## config.mk

```make
export PLATFORM = sky130hd
export DESIGN_NAME = register_pointer_decode
export DESIGN_NICKNAME = d
export VERILOG_FILES = /design/src/pointer_decode_pkg.sv /design/src/pin_sync.sv /design/src/register_pointer_decode.sv
export VERILOG_INCLUDE_DIRS = /design/src
export SDC_FILE = /design/constraint.sdc
export NUM_CORES = 1
export LEC_CHECK = 0
export ABC_AREA = 0
export BUFFER_PORTS_ARGS = -buffer_cell sky130_fd_sc_hd__buf_2
export CORE_AREA = 2 2 145 147
export CTS_BUF_LIST = sky130_fd_sc_hd__clkbuf_4 sky130_fd_sc_hd__clkbuf_8 sky130_fd_sc_hd__clkbuf_16
export DETAILED_ROUTE_END_ITERATION = 10
export DIE_AREA = 0 0 147 149
export GPL_TIMING_DRIVEN = 0
export PLACE_DENSITY_LB_ADDON = 0.15
export SLEW_MARGIN = 20
export SYNTH_ARGS = -nofsm -noshare
export SYNTH_HDL_FRONTEND = slang
export SYNTH_SLANG_ARGS = --single-unit
export TNS_END_PERCENT = 10
```

## constraint.sdc

```tcl
create_clock -name sys_clk -period 3.1 [get_ports sys_clk]
set_input_delay 0.155 -clock sys_clk [delete_from_list [all_inputs] [get_ports sys_clk]]
set_output_delay 0.155 -clock sys_clk [all_outputs]
set_load 0.01 [all_outputs]
```

## src/pointer_decode_params.svh

```systemverilog
// constants for the register pointer decode block
// assumes inclusion by the top module only
`ifndef POINTER_DECODE_PARAMS_SVH
`define POINTER_DECODE_PARAMS_SVH

`define PD_BYTE_BITS 4'h8
`define PD_PTR_RESET 8'h00
`define PD_PTR_MASK 8'h7B
`define PD_CTRL_MASK 8'h3F
`define PD_TEST_MASK 8'h7E
`define PD_REG_RESET 8'h00

`define PD_SEL_COMMON_STATUS 4'h0
`define PD_SEL_COMMON_CTRL 4'h1
`define PD_SEL_PORT_CTRL1 4'h2
`define PD_SEL_PORT_CTRL2 4'h3
`define PD_SEL_PORT_STAT1 4'h4
`define PD_SEL_PORT_STAT2 4'h5
`define PD_SEL_DISC_LO 4'h6
`define PD_SEL_DISC_HI 4'h7
`define PD_SEL_VOLT_LO 4'h8
`define PD_SEL_VOLT_HI 4'h9
`define PD_SEL_CURR_LO 4'hA
`define PD_SEL_CURR_HI 4'hB
`define PD_SEL_TEMP_LO 4'hC
`define PD_SEL_TEMP_HI 4'hD
`define PD_SEL_NONE 4'hE
`define PD_SEL_TEST 4'hF

`endif

```

## src/pointer_decode_pkg.sv

```systemverilog
// types shared by the pointer decode block
// assumes the params header sits in the same folder
package pointer_decode_pkg;

  // pointer byte layout, msb first
  typedef struct packed {
    logic spare_hi;
    logic [3:0] sel;
    logic spare_lo;
    logic [1:0] port;
  } pointer_t;

  // per-port readable bytes from the measurement side
  typedef struct packed {
    logic [7:0] stat1;
    logic [7:0] stat2;
    logic [7:0] disc_lo;
    logic [7:0] disc_hi;
    logic [7:0] volt_lo;
    logic [7:0] volt_hi;
    logic [7:0] curr_lo;
    logic [7:0] curr_hi;
  } port_meas_t;

  // common readable inputs
  typedef struct packed {
    logic [3:0] port_fault;
    logic [1:0] chip_rev;
    logic [7:0] temp_lo;
    logic [7:0] temp_hi;
  } common_in_t;

  typedef enum logic [3:0] {
    ST_IDLE,
    ST_ADDR,
    ST_ADDR_ACK,
    ST_PTR,
    ST_PTR_ACK,
    ST_WDATA,
    ST_WDATA_ACK,
    ST_RDATA,
    ST_RDATA_ACK
  } bus_state_t;

endpackage

```

## src/pin_sync.sv

```systemverilog
// three-stage pin synchroniser with agreement filter
// assumes inputs are asynchronous to sys_clk
`timescale 1ns/1ps
`default_nettype none
module pin_sync #(
  parameter int WIDTH = 2
) (
  input wire logic sys_clk,
  input wire logic rst,
  input wire logic [WIDTH-1:0] pin_in,
  output logic [WIDTH-1:0] level_q
);
  logic [WIDTH-1:0] s1_q;
  logic [WIDTH-1:0] s2_q;
  logic [WIDTH-1:0] s3_q;

  // first stage feeds only the second; bus idles high
  always_ff @(posedge sys_clk) begin
    if (rst) begin
      s1_q <= '1;
      s2_q <= '1;
      s3_q <= '1;
    end else begin
      s1_q <= pin_in;
      s2_q <= s1_q;
      s3_q <= s2_q;
    end
  end

  // a change counts once stages two and three agree
  always_ff @(posedge sys_clk) begin
    if (rst) begin
      level_q <= '1;
    end else begin
      for (int i = 0; i < WIDTH; i++) begin
        if (s2_q[i] == s3_q[i]) begin
          level_q[i] <= s3_q[i];
        end
      end
    end
  end
endmodule // pin_sync
`default_nettype wire

```

## src/register_pointer_decode.sv

```systemverilog
// i2c target front end with register/port pointer decode and register bank
// assumes scl and sda_in come straight from pins; sda output is open-drain
`timescale 1ns/1ps
`default_nettype none
`include "pointer_decode_params.svh"
module register_pointer_decode
  import pointer_decode_pkg::*;
#(
  parameter logic [1:0] CHIP_ID = 2'h1 // arbitrary value
) (
  input wire logic sys_clk,
  input wire logic rst,
  input wire logic scl,
  input wire logic sda_in,
  output logic sda_out,
  output logic sda_oe,
  input wire logic [4:0] dev_addr,
  input wire common_in_t common_in,
  input wire port_meas_t [3:0] port_meas,
  output pointer_t pointer_q,
  output logic [7:0] common_ctrl_q,
  output logic [7:0] test_ctrl_q,
  output logic [3:0][7:0] port_ctrl1_q,
  output logic [3:0][7:0] port_ctrl2_q
);
  logic [1:0] pins_q;
  logic scl_q;
  logic sda_q;
  logic scl_prev_q;
  logic sda_prev_q;
  logic scl_rise;
  logic scl_fall;
  logic start_cond;
  logic stop_cond;
  bus_state_t state_q;
  logic [3:0] bit_cnt_q;
  logic [7:0] shift_q;
  logic [7:0] rdata_q;
  logic rw_q;
  logic oe_q;
  logic byte_done;
  logic wr_strobe;
  logic [7:0] rd_next;

  // read side mux for the current pointer
  function automatic logic [7:0] read_value(input pointer_t p, input common_in_t c,
                                            input port_meas_t [3:0] m);
    port_meas_t pm;
    pm = m[p.port];
    unique case (p.sel)
      `PD_SEL_COMMON_STATUS: read_value = {c.port_fault, c.chip_rev, CHIP_ID};
      `PD_SEL_PORT_STAT1: read_value = pm.stat1;
      `PD_SEL_PORT_STAT2: read_value = pm.stat2;
      `PD_SEL_DISC_LO: read_value = pm.disc_lo;
      `PD_SEL_DISC_HI: read_value = pm.disc_hi;
      `PD_SEL_VOLT_LO: read_value = pm.volt_lo;
      `PD_SEL_VOLT_HI: read_value = pm.volt_hi;
      `PD_SEL_CURR_LO: read_value = pm.curr_lo;
      `PD_SEL_CURR_HI: read_value = pm.curr_hi;
      `PD_SEL_TEMP_LO: read_value = c.temp_lo;
      `PD_SEL_TEMP_HI: read_value = c.temp_hi;
      // write-only selects and the unmapped code read as zero
      default: read_value = `PD_REG_RESET;
    endcase
  endfunction

  pin_sync #(.WIDTH(2)) u_sync (
    .sys_clk(sys_clk),
    .rst(rst),
    .pin_in({scl, sda_in}),
    .level_q(pins_q)
  );
  assign scl_q = pins_q[1];
  assign sda_q = pins_q[0];

  // byte the stored pointer would return; a named net, since a call result takes no bit-select
  assign rd_next = read_value(pointer_q, common_in, port_meas);

  // edge history of the filtered pins
  always_ff @(posedge sys_clk) begin
    if (rst) begin
      scl_prev_q <= 1'b1;
      sda_prev_q <= 1'b1;
    end else begin
      scl_prev_q <= scl_q;
      sda_prev_q <= sda_q;
    end
  end

  assign scl_rise = scl_q & ~scl_prev_q;
  assign scl_fall = ~scl_q & scl_prev_q;
  // sda moving while scl stays high frames a transfer
  assign start_cond = scl_q & scl_prev_q & sda_prev_q & ~sda_q;
  assign stop_cond = scl_q & scl_prev_q & ~sda_prev_q & sda_q;
  assign byte_done = scl_fall & (bit_cnt_q == `PD_BYTE_BITS);
  assign wr_strobe = byte_done & (state_q == ST_WDATA);

  // shift register and bit counter; receive on rise, count on fall for reads
  always_ff @(posedge sys_clk) begin
    if (rst) begin
      shift_q <= `PD_REG_RESET;
      bit_cnt_q <= '0;
    end else if (start_cond) begin
      bit_cnt_q <= '0;
    end else if (scl_rise && (state_q == ST_ADDR || state_q == ST_PTR
                 || state_q == ST_WDATA)) begin
      shift_q <= {shift_q[6:0], sda_q};
      bit_cnt_q <= bit_cnt_q + 4'h1;
    end else if (scl_fall && state_q == ST_RDATA) begin
      bit_cnt_q <= bit_cnt_q + 4'h1;
    end else if (scl_fall && bit_cnt_q == `PD_BYTE_BITS) begin
      bit_cnt_q <= '0;
    end
  end

  // transfer sequencing; a stop or a fresh start always wins
  always_ff @(posedge sys_clk) begin
    if (rst) begin
      state_q <= ST_IDLE;
      rw_q <= 1'b0;
    end else if (start_cond) begin
      state_q <= ST_ADDR;
    end else if (stop_cond) begin
      state_q <= ST_IDLE;
    end else if (scl_fall) begin
      unique case (state_q)
        ST_IDLE: state_q <= ST_IDLE;
        ST_ADDR: begin
          if (bit_cnt_q == `PD_BYTE_BITS) begin
            // top two address bits are never compared
            state_q <= (shift_q[5:1] == dev_addr) ? ST_ADDR_ACK : ST_IDLE;
            rw_q <= shift_q[0];
          end
        end
        ST_ADDR_ACK: state_q <= rw_q ? ST_RDATA : ST_PTR;
        ST_PTR: begin
          if (bit_cnt_q == `PD_BYTE_BITS) begin
            state_q <= ST_PTR_ACK;
          end
        end
        ST_PTR_ACK: state_q <= ST_WDATA;
        ST_WDATA: begin
          if (bit_cnt_q == `PD_BYTE_BITS) begin
            state_q <= ST_WDATA_ACK;
          end
        end
        ST_WDATA_ACK: state_q <= ST_WDATA;
        ST_RDATA: begin
          if (bit_cnt_q == `PD_BYTE_BITS - 4'h1) begin
            state_q <= ST_RDATA_ACK;
          end
        end
        // host answers the single read byte, then must stop
        ST_RDATA_ACK: state_q <= ST_IDLE;
      endcase
    end
  end

  // pointer taken at the fall ending bit eight
  always_ff @(posedge sys_clk) begin
    if (rst) begin
      // reset to status and first port
      pointer_q <= `PD_PTR_RESET;
    end else if (byte_done && state_q == ST_PTR) begin
      pointer_q <= shift_q & `PD_PTR_MASK;
    end
  end

  // read byte captured as the address ack ends, so it holds steady
  always_ff @(posedge sys_clk) begin
    if (rst) begin
      rdata_q <= `PD_REG_RESET;
    end else if (scl_fall && state_q == ST_ADDR_ACK && rw_q) begin
      rdata_q <= rd_next;
    end else if (scl_fall && state_q == ST_RDATA) begin
      rdata_q <= {rdata_q[6:0], 1'b0};
    end
  end

  // open-drain drive: ack low for one clock, read bits msb first
  always_ff @(posedge sys_clk) begin
    if (rst) begin
      oe_q <= 1'b0;
    end else if (start_cond || stop_cond) begin
      oe_q <= 1'b0;
    end else if (scl_fall) begin
      unique case (state_q)
        ST_ADDR: oe_q <= byte_done && (shift_q[5:1] == dev_addr);
        ST_PTR: oe_q <= byte_done;
        ST_WDATA: oe_q <= byte_done;
        ST_ADDR_ACK: oe_q <= rw_q ? ~rd_next[7] : 1'b0;
        ST_RDATA: oe_q <= (bit_cnt_q == `PD_BYTE_BITS - 4'h1) ? 1'b0 : ~rdata_q[6];
        default: oe_q <= 1'b0;
      endcase
    end
  end
  assign sda_oe = oe_q;
  assign sda_out = 1'b0;

  always_ff @(posedge sys_clk) begin
    if (rst) begin
      common_ctrl_q <= `PD_REG_RESET;
    end else if (wr_strobe && pointer_q.sel == `PD_SEL_COMMON_CTRL) begin
      common_ctrl_q <= shift_q & `PD_CTRL_MASK;
    end
  end

  // test register write; code 1110 stores nowhere
  always_ff @(posedge sys_clk) begin
    if (rst) begin
      test_ctrl_q <= `PD_REG_RESET;
    end else if (wr_strobe && pointer_q.sel == `PD_SEL_TEST) begin
      test_ctrl_q <= shift_q & `PD_TEST_MASK;
    end
  end

  // per-port writes touch the selected port only
  always_ff @(posedge sys_clk) begin
    if (rst) begin
      port_ctrl1_q <= '0;
      port_ctrl2_q <= '0;
    end else if (wr_strobe) begin
      if (pointer_q.sel == `PD_SEL_PORT_CTRL1) begin
        port_ctrl1_q[pointer_q.port] <= shift_q;
      end
      if (pointer_q.sel == `PD_SEL_PORT_CTRL2) begin
        port_ctrl2_q[pointer_q.port] <= shift_q;
      end
    end
  end
endmodule // register_pointer_decode
`default_nettype wire

```

Word-level counts from Yosys, hierarchy flattened
Cells that the tools add are included.
Storage, ports and cells
  register bits after elaboration: 117
  bits of input ports: 287
  output and inout bits: 90
  logic and storage cells: 136
Cells by class
  add/sub/neg operators: 1
  order comparisons: 2
  equality and inequality tests: 35
  muxes and demuxes: 25
  bitwise operators: 17
  reduce and logical (&&, ||, !) cells: 30
Operator list (count)
  64-bit binary-select mux with 2-bit select: 1
  8-bit case mux with 11 select lines: 1
  32-bit bitwise mux: 2
  64-bit 2-to-1 mux: 1
  4-bit by 3-bit equality test with 1-bit output (second input constant): 9
  4-bit equality test (second input constant): 9
  4-bit 2-to-1 mux: 7
  4-bit case mux with 7 select lines: 1
  8-bit demux with 2-bit select: 1
  4-bit by 2-bit equality test with 1-bit output (second input constant): 4
  5-bit AND reduction: 3
  7-bit 2-to-1 mux: 2
  4-bit != test (second input constant): 3
  1-bit logical AND: 10
  2-bit OR reduction: 5
  1-bit bitwise AND: 9
  4-bit by 1-bit equality test with 1-bit output (second input constant): 2
  4-bit zero test: 2
  8-bit 2-to-1 mux: 1
  1-bit NOT: 8
  2-bit != test (second input constant): 3
  2-bit AND reduction: 3
  3-bit nonzero test: 2
  5-bit equality test: 1
  other kinds (13): 20

Depth between registers and ports, before layout
Gate-level depths: netlist of the first run.
  depth after elaboration: 7
  mapped depth: 9

Hierarchy
Synthesis of the first run repeated with hierarchy kept, for this count alone.
Second synthesis, totals
  cells, all modules: 691
  area total of the unflattened synthesis: 7131.8 sq um
Modules (own cells, without submodules)
  register_pointer_decode: instances 1, cells an instance 671, area each 6901.6 sq um, seq. area each 2182.1 sq um
  pin_sync: instances 1, cells an instance 20, area each 230.2 sq um, seq. area each 160.2 sq um

Worst setup path before layout of the first run
OpenSTA, ideal clock, no wires.
  path kind: flip-flop to flip-flop
  start: reg pointer_q[0] in the netlist's numbering
  end: reg rdata_q[5]
  library setup time: 120 ps
  data arrival time: 2246 ps
  slack: 734 ps
  cell stages (with the launch flop): 8
  clock period less this slack: 2366 ps
  path through: dfxtp_1 -> buf_2 -> buf_2 -> buf_2 -> mux4_2 -> a22oi_1 -> nor2_1 -> o31a_1
On the way
  word-level cells in the longest chain between the ends: 4
RTL lines
  start: declaration: line register_pointer_decode.sv:20  | output pointer_t pointer_q,
  start signal: assignment: line register_pointer_decode.sv:163  | pointer_q <= `PD_PTR_RESET;
  start signal: assignment: line register_pointer_decode.sv:165  | pointer_q <= shift_q & `PD_PTR_MASK;
  64-bit binary-select mux with 2-bit select: line register_pointer_decode.sv:49  | pm = m[p.port];
  64-bit 2-to-1 mux (not written as such): line register_pointer_decode.sv:49
  8-bit case mux with 11 select lines: line register_pointer_decode.sv:50  | unique case (p.sel)
  7-bit 2-to-1 mux: line register_pointer_decode.sv:173  | end else if (scl_fall && state_q == ST_ADDR_ACK && rw_q) begin
  end signal: assignment: line register_pointer_decode.sv:172  | rdata_q <= `PD_REG_RESET;
  end signal: assignment: line register_pointer_decode.sv:174  | rdata_q <= rd_next;
  end signal: assignment: line register_pointer_decode.sv:176  | rdata_q <= {rdata_q[6:0], 1'b0};
  end: declaration: line register_pointer_decode.sv:38  | logic [7:0] rdata_q;
No other way between the ends. The select of a mux whose other input is x is not followed.
A chain may end at the register's enable or synchronous reset.

Worst setup path after layout of the first run
  start: reg pointer_q[1] in the netlist's numbering
  end: reg rdata_q[5]
Same word-level chain as after synthesis.

==> results of run 1 <==
[registers in the layout, summed over array words and instances, names as in the netlist]
signal          cells
state_q             4
u_sync.level_q      2
pointer_q           6
shift_q             8
scl_prev_q          1
u_sync.s2_q         2
u_sync.s3_q         2
port_ctrl1_q       32
sda_prev_q          1
port_ctrl2_q       32
common_ctrl_q       6
bit_cnt_q           4
rw_q                1
test_ctrl_q         6
u_sync.s1_q         2
sda_oe              1
rdata_q             7
[final timing paths]
kind,endpoint,slack (ns)
setup / recovery,rdata_q[5],0.06
hold / removal,sda_oe,0.10
setup reg to reg,rdata_q[5],0.06
hold reg to reg,u_sync.s2_q[1],0.41
[Yosys cell counts (all sizes together) (9+ instances only)]
cell,number
buf,23
nor2b,11
clkbuf,50
nor2,90
nor3,9
or2,9
o21ai,11
mux2i,80
nand3,24
a21oi,45
mux4,60
nand2,64
dfxtp,117
[worst max-delay path, stage by stage (launching register included)]
cell and delay [ns]:
dfxtp_1 0.34, clkbuf_1 0.67, buf_1 0.79, mux4_2 0.44
a22oi_1 0.31, nor2_1 0.09, o31a_1 0.28
[stage by stage]
step	cells	util, %	total power, mW
global placement	1384	45.4	1.87
detailed placement	1384	45.4	1.87
finish	1436	48.6	3.80
global route	1427	48.5	3.91
floorplan	740	-	1.65
CTS	1418	48.4	3.83
[where the power goes]
group | switching [mW] | internal [mW] | total (mW)
clock network | 0.712 | 1.24 | 1.95
registers | 0.00144 | 1.51 | 1.51
logic | 0.135 | 0.202 | 0.336
[repair_timing]
action,CTS,global route
hold buffers,2,0
setup buffers,0,0
resized for setup,1,4
endpoints found under the hold margin,2,0
gates cloned,0,0
endpoints found under the setup margin,5,2
[logic make-up after synthesis]
family | Yosys count
fa+ha+maj | 2
buf+inv | 81
compound gates | 127
flops | 117
simple gates | 256
other cells | 1
mux | 143
xor+xnor | 7
[per-layer routing]
layer,up-vias,global-route usage [%]
met2,417,46.9
met1,3700,36.9
met4,0,13.0
li1,3537,-
met3,70,12.8
met5,-,0
[area by class of cell]
| cell class | instances | area (um^2) | area share [%] |
|---|---|---|---|
| clock buffers | 21 | 468 | 4.68 |
| repair buffers | 371 | 1870 | 18.7 |
| plain buffers | 73 | 320 | 3.20 |
| diodes | 18 | 45.0 | 0.451 |
| flip-flops and latches | 117 | 2340 | 23.4 |
| clock inverters | 11 | 126 | 1.26 |
| multi-input cells | 542 | 4450 | 44.5 |
| well taps | 275 | 344 | 3.44 |
| inverters | 8 | 30.0 | 0.300 |
==> summary.txt, run 1 <==
Run status
  • Status: complete, no violations

Floorplan
  • Core area: 20600 um^2
  • I/O Pins: 377
  • Die area: 21900 um^2
  • Core Rows: 53
  • Die Span X: 147 um
  • Die H: 149 um
  • Initial core utilization: 34.6%

Logic synthesis
  • Post-synthesis compound-gate area fraction: 12.1%
  • Post-Syn Area: 7110 um^2
  • Synthesis warning total: 0
  • Register area share after synthesis: 32.9%
  • Mux cell area share after synthesis: 30.7%
  • Post-Syn Instances: 734
  • Ys flop type: dfxtp_1
  • Largest family of logic cells by synthesized area: multiplexers
  • Post-synth EDFFs: 0
  • Syn_area_per_cell: 9.69 um^2
  • Synth Area in Adders: 0.352%
  • Asr flop ratio synth: 0%
  • Post-Synth Simple-Gate Area: 18.1%
  • Top-area cell type share of the netlist area: 32.9%
  • Seq cells post-synth: 117
  • Post-synthesis xor/xnor area fraction: 0.862%
  • Synth top area cells: dfxtp_1 (33%), mux4_2 (19%), mux2i_1 (11%)
  • Synth area leader: dfxtp_1
  • Synth cell types: 67

Detailed routing
  • Final WL: 33400 um
  • Post-route ant nets: 0
  • Avg WL per Cell: 23.3 um
  • Detail Route met2 WL: 14700 um
  • Pre-antenna DRT Iters: 5
  • Vias/cell: 5.38
  • Top Layer Used: met4
  • Wl on met1: 13300 um
  • Metal3 WL: 4140 um
  • DRT iter0 DRCs: 589
  • Drc violations: 0
  • Via count: 7724

Clock network
  • Worst-path clk slew: 0.05 ns
  • CTS tree: yes
  • Clk root buf: clkbuf_16
  • Clock buffer depth: 2
  • H-Tree Depth: 4
  • Clock Latency Late Sink: 0.42 ns
  • Total CTS buffers: 17
  • Sink Count: 117

Worst hold path
  • Hold_sp: rst
  • Hold WC Path Type: in2reg
  • Min-Delay Path Depth: 3

Critical path
  • Critical Path Source: pointer_q[1]
  • Reg2reg start: pointer_q[1]
  • Data arrival, critical path: 3.34 ns
  • Startpoint class of the critical path: flip-flop
  • Critical path endpoint category: flip-flop
  • CP Class: reg2reg
  • Worst-path fanout max: 10
  • Worst Reg-to-Reg Cells: 6
  • Worst Path Required: 3.40 ns

Finish
  • Fraction of layout instances using a drive strength above 1: 44.3%
  • Fillcell total: 2065
  • Area growth syn-to-layout: 40.5%
  • Fin area: 9990 um^2
  • Most frequent cells in the layout: buf_2 (380), dfxtp_1 (117), nor2_1 (90)
  • Most common cell after layout, fill and taps aside: buf_2
  • Nets: 1419

Timing
  • Hold slack: 0.101 ns
  • Final WS setup: 0.0593 ns
  • Unrepaired setup endpoints after global routing: false
  • Setup_tns: 0 ns
  • Fmax: 329 MHz
  • Slew @ Worst Pin: 0.966 ns
  • Slew Limit Headroom: 35.6%
  • Hold Vio Cnt, Final: 0
  • Setup Skew: 0.00824 ns
  • Part of the cycle the worst path needs: 98.1%
  • Setup violations, final: 0
  • Slew Viols, Final: 0
  • Fin crit period: 3.04 ns

Power
  • Peak supply drop: 0.348 mV
  • P_leak: 4.32 nW
  • Pwr dens: 380 nW/um^2

Place
  • Port Buffers: 369
  • Hpwl dp: 26900 um
  • Placed cell areas: 9330 um^2
  • GPL Wtd Cong: 0.974
  • Place WS: -0.199 ns

GRT
  • Total GRT Usage: 30.2%
  • Total gr overflow: 0
  • Vias in the first global route: 7864
  • First-pass GRT wire length: 48600 um
  • Maximum number of pins on one net before global-route repair: 17
  • Initial antenna violation count: 18

Flow run
  • MaxCap Viol Count: 0
Note: power is estimated with default switching activity, not from simulation.
==> run 2: changes to the inputs <==
==> constraint.sdc (replaced) <==
create_clock -name sys_clk -period 3.1 [get_ports sys_clk]
set_input_delay 0.31 -clock sys_clk [delete_from_list [all_inputs] [get_ports sys_clk]]
set_output_delay 0.31 -clock sys_clk [all_outputs]
set_load 0.01 [all_outputs]
==> run 2 against run 1 <==
  * Wire length fell by 0.12%
  * Sequential power barely moved
  * Global-route usage barely moved
  * Clock power barely moved
  * Critical path type unchanged
  * Critical endpoint unchanged
  * Core utilization fell by 0.085 points
  * Maximum frequency fell by 0.16%
  * Non-clock buffer count fell by 2
  * Highest routed layer unchanged
  * Die area did not move
  * Largest power group unchanged
  * Power barely moved
==> summary.txt, run 2 (synthesis results as in run 1) <==
Critical path
  • Critical Path Source: pointer_q[1]
  • Reg2reg end: rdata_q[5]
  • Slowest stage delay, CP: 0.80 ns
  • Worst setup path end: rdata_q[5]
  • Critical-path top delay cell: buf_1
  • Cell Chain, Critical Path: clkbuf_1 > buf_1 > mux4_2 > a22oi_1 > nor2_1 > o31a_1
  • Critical path endpoint category: flip-flop
  • Worst Reg-to-Reg Cells: 6
  • Data arrival, critical path: 3.35 ns
  • R2R Setup Slk: 0.05 ns
  • CP Class: reg2reg
  • Reg2reg start: pointer_q[1]
  • Startpoint class of the critical path: flip-flop
  • Worst-path fanout max: 10
  • Worst Path Required: 3.40 ns

Detailed routing
  • Drc violations: 0
  • Final WL: 33400 um
  • Vias/cell: 5.38
  • DRT iter0 DRCs: 571
  • Avg WL per Cell: 23.2 um
  • Via count: 7715
  • Post-route ant nets: 0
  • Pre-antenna DRT Iters: 5

Clock network
  • Sink Count: 117
  • Clock Latency Late Sink: 0.42 ns
  • Total CTS buffers: 17
  • Clock buffer depth: 2
  • Hold buffers post-CTS: 0
  • H-Tree Depth: 4
  • CTS tree: yes
  • Worst-path clk slew: 0.06 ns
  • Clk root buf: clkbuf_16

Place
  • Port Buffers: 369
  • GPL Wtd Cong: 0.974
  • Hpwl dp: 26900 um

Timing
  • Hold slack: 0.0771 ns
  • Setup Skew: 0.00817 ns
  • Fin crit period: 3.05 ns
  • Hold Vio Cnt, Final: 0
  • Fmax: 328 MHz
  • Setup violations, final: 0
  • Slew Limit Headroom: 34.7%
  • Slew @ Worst Pin: 0.980 ns
  • Slew Viols, Final: 0
  • Unrepaired setup endpoints after global routing: false
  • Part of the cycle the worst path needs: 98.2%

Power
  • Pwr dens: 381 nW/um^2
  • Net Sw Frac: 22.4%
  • Switch Pwr: 0.849 mW
  • Total power: 3.80 mW
  • P_leak: 4.31 nW
  • Clk pwr share: 51.5%
  • Logic pwr share: 8.8%
  • Reg power frac: 39.7%
  • Peak supply drop: 0.348 mV
  • Int Pwr: 2.95 mW

Floorplan
  • Core area: 20600 um^2
  • I/O Pins: 377
  • Die Span X: 147 um
  • Die H: 149 um
  • Die area: 21900 um^2
  • Initial core utilization: 34.6%
  • Core Rows: 53

Finish
  • Area growth syn-to-layout: 40.3%
  • Nets: 1417
  • Fraction of layout instances using a drive strength above 1: 44.3%
  • Fillcell total: 2066
  • Top Registers: port_ctrl1_q x32, port_ctrl2_q x32, shift_q x8
  • Most frequent cells in the layout: buf_2 (380), dfxtp_1 (117), nor2_1 (90)
  • Most common cell after layout, fill and taps aside: buf_2

GRT
  • Vias in the first global route: 7845
  • Initial antenna violation count: 18
  • First-pass GRT wire length: 48600 um
  • Total GRT Usage: 30.2%
  • Maximum number of pins on one net before global-route repair: 17
  • Total gr overflow: 0

Worst hold path
  • Hold WC Path Type: in2reg

Flow run
  • MaxCap Viol Count: 0

Run status
  • Status: complete, no violations
## run 2: final cells by class
type	instances	area [um^2]	area share, %
multi-input combinational	542	4450	44.6
sequential	117	2340	23.5
timing repair buffer	369	1850	18.5
clock buffer	21	468	4.69
tap	275	344	3.45
buffer	73	320	3.21
clock inverter	11	126	1.27
antenna	19	47.5	0.477
inverter	8	30.0	0.301
## run 2: stage by stage
stage / worst slack (ns) / area (um^2) / util [%] / setup TNS, ns / std cells
global route: 0.0693 / 9950 / 48.4 / 0 / 1425
floorplan: 0.734 / 7130 / - / 0 / 740
detailed placement: -0.199 / 9330 / 45.4 / -0.625 / 1384
global placement: -0.162 / 9330 / 45.4 / -0.451 / 1384
CTS: 0.129 / 9920 / 48.3 / 0 / 1416
finish: 0.0545 / 9980 / 48.5 / 0 / 1435
## run 2: critical path: cells and delay by family (launching register included)
family | cells | cell delay [ns]
flops | 1 | 0.34
compound gates | 2 | 0.56
simple gates | 1 | 0.08
buf+inv | 2 | 1.49
mux | 1 | 0.44
## run 2: what timing repair did
action,CTS,global route
pin swaps,0,0
cloned,0,0
buffers inserted,0,0
resized for setup,1,4
setup endpoints to repair,5,2
endpoints found under the hold margin,0,0
## run 2: how the worst min path moves through the flow
stage                     endpoint  depth (start not counted)  slack [ns]            from
floorplan           u_sync.s2_q[0]                          1        0.39  u_sync.s1_q[0]
global placement    u_sync.s2_q[1]                          1        0.40  u_sync.s1_q[1]
detailed placement  u_sync.s2_q[0]                          1        0.40  u_sync.s1_q[0]
CTS                 u_sync.s1_q[1]                          2        0.06             scl
global route        u_sync.s1_q[0]                          2        0.07          sda_in
finish              u_sync.s1_q[1]                          2        0.08             scl
## run 2: metal layers
| layer | GRT usage [%] | share of wire (%) | up-vias |
|---|---|---|---|
| met2 | 46.9 | 44 | 400 |
| met1 | 36.8 | 40 | 3707 |
| met5 | 0 | 0 | - |
| met3 | 12.8 | 12 | 70 |
| li1 | - | - | 3538 |
| met4 | 13.0 | 3.9 | 0 |
## run 2: power by group through the flow
stage,registers (mW),logic [mW],clock network [mW]
2_1_floorplan,1.54,0.109,0
3_3_place_gp,1.54,0.326,0
3_5_place_dp,1.54,0.330,0
4_1_cts,1.51,0.332,1.98
5_1_grt,1.51,0.357,2.04
6_report,1.51,0.334,1.96
==> run 3: changes to the inputs <==
--- a/config.mk
+++ b/config.mk
@@ -17,5 +17,6 @@
 export SLEW_MARGIN = 20
 export SYNTH_ARGS = -nofsm -noshare
 export SYNTH_HDL_FRONTEND = slang
+export SYNTH_HIERARCHICAL = 1
 export SYNTH_SLANG_ARGS = --single-unit
 export TNS_END_PERCENT = 10
==> run 3 against run 2 <==
  * Clock skew rose by 0.00060 ns
  * Cell area rose by 0.45%
  * Maximum frequency up 22%
  * Via count decreased by 5.7%
  * Wire length fell by 8.9%
  * Sequential power hardly changed
  * Area after synthesis is 0.28% higher
  * Largest cell class unchanged
==> summary.txt, run 3 <==
Logic synthesis
  • Synth cell count leaders: dfxtp_1 (117), nor2_1 (112), mux2i_1 (101)
  • Syn_area_per_cell: 10.3 um^2
  • Top-area cell type share of the netlist area: 32.8%
  • Post-synth EDFFs: 0
  • Synth top area cells: dfxtp_1 (33%), mux4_2 (16%), mux2i_1 (14%)
  • Post-Syn Instances: 691
  • Synth cell types: 66
  • Asr flop ratio synth: 0%
  • Post-Syn Area: 7130 um^2
  • Ys flop type: dfxtp_1
  • Synthesis warning total: 6
  • Synth area leader: dfxtp_1
  • Register area share after synthesis: 32.8%
  • Top-count cell post-synth: dfxtp_1
  • Seq cells post-synth: 117

Worst hold path
  • Hold WC Path Type: in2reg

Run status
  • Status: complete, no violations

Finish
  • Top Registers: port_ctrl1_q x32, port_ctrl2_q x32, shift_q x8
  • Area of the multi-input gates: 4460 um^2
  • Area growth syn-to-layout: 40.5%
  • Most frequent cells in the layout: buf_2 (382), dfxtp_1 (117), nor2_1 (112)
  • Fillcell total: 2011
  • Fraction of layout instances using a drive strength above 1: 45.8%
  • Final std cells w/o fill: 1378
  • Fin util: 48.8%
  • Most common cell after layout, fill and taps aside: buf_2
  • FF/Latch Area: 2340 um^2
  • Nets: 1374

GRT
  • Initial antenna violation count: 11
  • Total gr overflow: 0
  • Total GRT Usage: 27.6%
  • Vias in the first global route: 7293
  • Maximum number of pins on one net before global-route repair: 17
  • First-pass GRT wire length: 44600 um

Power
  • Int Pwr: 3.16 mW
  • Switch Pwr: 0.919 mW
  • P_leak: 4.82 nW
  • Total power: 4.08 mW
  • Net Sw Frac: 22.5%
  • Peak supply drop: 0.401 mV
  • Pwr dens: 407 nW/um^2
  • Logic pwr share: 8.2%
  • Clk pwr share: 54.8%
  • Reg power frac: 37.0%

Timing
  • Setup violations, final: 0
  • Setup_tns: 0 ns
  • Hold Vio Cnt, Final: 0
  • Setup Skew: 0.00876 ns
  • Part of the cycle the worst path needs: 80.5%
  • Fmax: 401 MHz
  • Slew Limit Headroom: 47.5%
  • Unrepaired setup endpoints after global routing: false
  • Fin crit period: 2.50 ns
  • Slew Viols, Final: 0
  • Slew @ Worst Pin: 0.787 ns

Place
  • DP Cell Count: 1341
  • Port Buffers: 369
  • GPL Wtd Cong: 0.943
  • Hpwl dp: 24900 um

Floorplan
  • Die Span X: 147 um
  • Die H: 149 um
  • Initial core utilization: 34.7%
  • Core Rows: 53
  • Core area: 20600 um^2
  • I/O Pins: 377
  • Die area: 21900 um^2

Detailed routing
  • Via count: 7277
  • Final WL: 30400 um
  • Post-route ant nets: 0
  • Vias/cell: 5.28
  • DRT iter0 DRCs: 592
  • Avg WL per Cell: 22.1 um
  • Drc violations: 0
  • Pre-antenna DRT Iters: 5

Critical path
  • Worst Path Required: 3.37 ns
  • Critical path endpoint category: flip-flop
  • CP Class: reg2reg
  • Worst-path fanout max: 10
  • Data arrival, critical path: 2.76 ns
  • Startpoint class of the critical path: flip-flop

Clock network
  • Worst-path clk slew: 0.06 ns
  • Setup bufs post-CTS: 0
  • CTS tree: yes
  • Total CTS buffers: 17
  • Sink Count: 117
  • Post-cts sizing count: 0
  • Clock Latency Late Sink: 0.41 ns
  • H-Tree Depth: 4
  • Clock buffer depth: 2
  • Clk root buf: clkbuf_16
  • Hold buffers post-CTS: 0

Flow run
  • MaxCap Viol Count: 0
## run 3: routing by layer
metal | share of wire, % | global-route usage, % | wire, um | up-vias
li1 | - | - | - | 3367
met1 | 42 | 35.3 | 12700 | 3490
met2 | 46 | 44.8 | 14100 | 370
met3 | 10 | 10.2 | 3030 | 44
met4 | 1.9 | 6.20 | 563 | 6
met5 | 0.13 | 0 | 39 | -
## run 3: layout make-up
type,count,area share (%)
timing repair buffer,369,18.4
clock buffer,17,4.24
antenna,5,0.125
tap,275,3.43
buffer,61,3.28
inverter,6,0.225
sequential,117,23.4
multi-input combinational,513,44.5
clock inverter,15,2.38
## run 3: critical path: stages (launching register included)
cell and delay, ns:
dfxtp_1 0.34, buf_2 0.22, clkbuf_1 0.58, mux4_1 0.45
a22oi_1 0.27, o22ai_1 0.12, nor2_1 0.24, a211oi_1 0.13
## run 3: final timing paths
check | from | end | slack (ns) | cells past startpoint
max | pointer_q[1] | rdata_q[6] | 0.60 | 7
min | sda_in | u_sync/s1_q[0] | 0.09 | 2
max reg2reg | pointer_q[1] | rdata_q[6] | 0.60 | 7
min reg2reg | u_sync/s1_q[1] | u_sync/s2_q[1] | 0.41 | 1
## run 3: metrics by stage
stage          hold slack [ns]  setup slack, ns  instance area (um^2)
4_1_cts                 0.0770            0.645                 10000
3_5_place_dp             0.397            0.660                  9350
6_report                0.0895            0.604                 10000
3_3_place_gp             0.389            0.696                  9350
2_1_floorplan            0.383             1.09                  7150
5_1_grt                 0.0860            0.481                 10000
## run 3: power by group through the flow
stage	Combinational, mW	Sequential (mW)	Clock (mW)
2_1_floorplan	0.111	1.54	0
3_5_place_dp	0.333	1.54	0
6_report	0.335	1.51	2.23
4_1_cts	0.335	1.51	2.26
3_3_place_gp	0.332	1.54	0
5_1_grt	0.360	1.51	2.35
## run 3: cells by family (layout without fill, tap and decap cells)
kind of cell / count (synthesis) / in the layout / synth area share, %
multiplexers: 169 / 169 / 35.7
adder cells (fa/ha/maj): 2 / 2 / 0.351
buffers and inverters: 67 / 468 / 4.93
XOR/XNOR: 7 / 7 / 0.860
other: 1 / 12 / 0.0526
flip-flops: 117 / 117 / 32.8
AO/OA/AOI/OAI: 86 / 86 / 8.35
AND/OR/NAND/NOR: 242 / 242 / 16.9
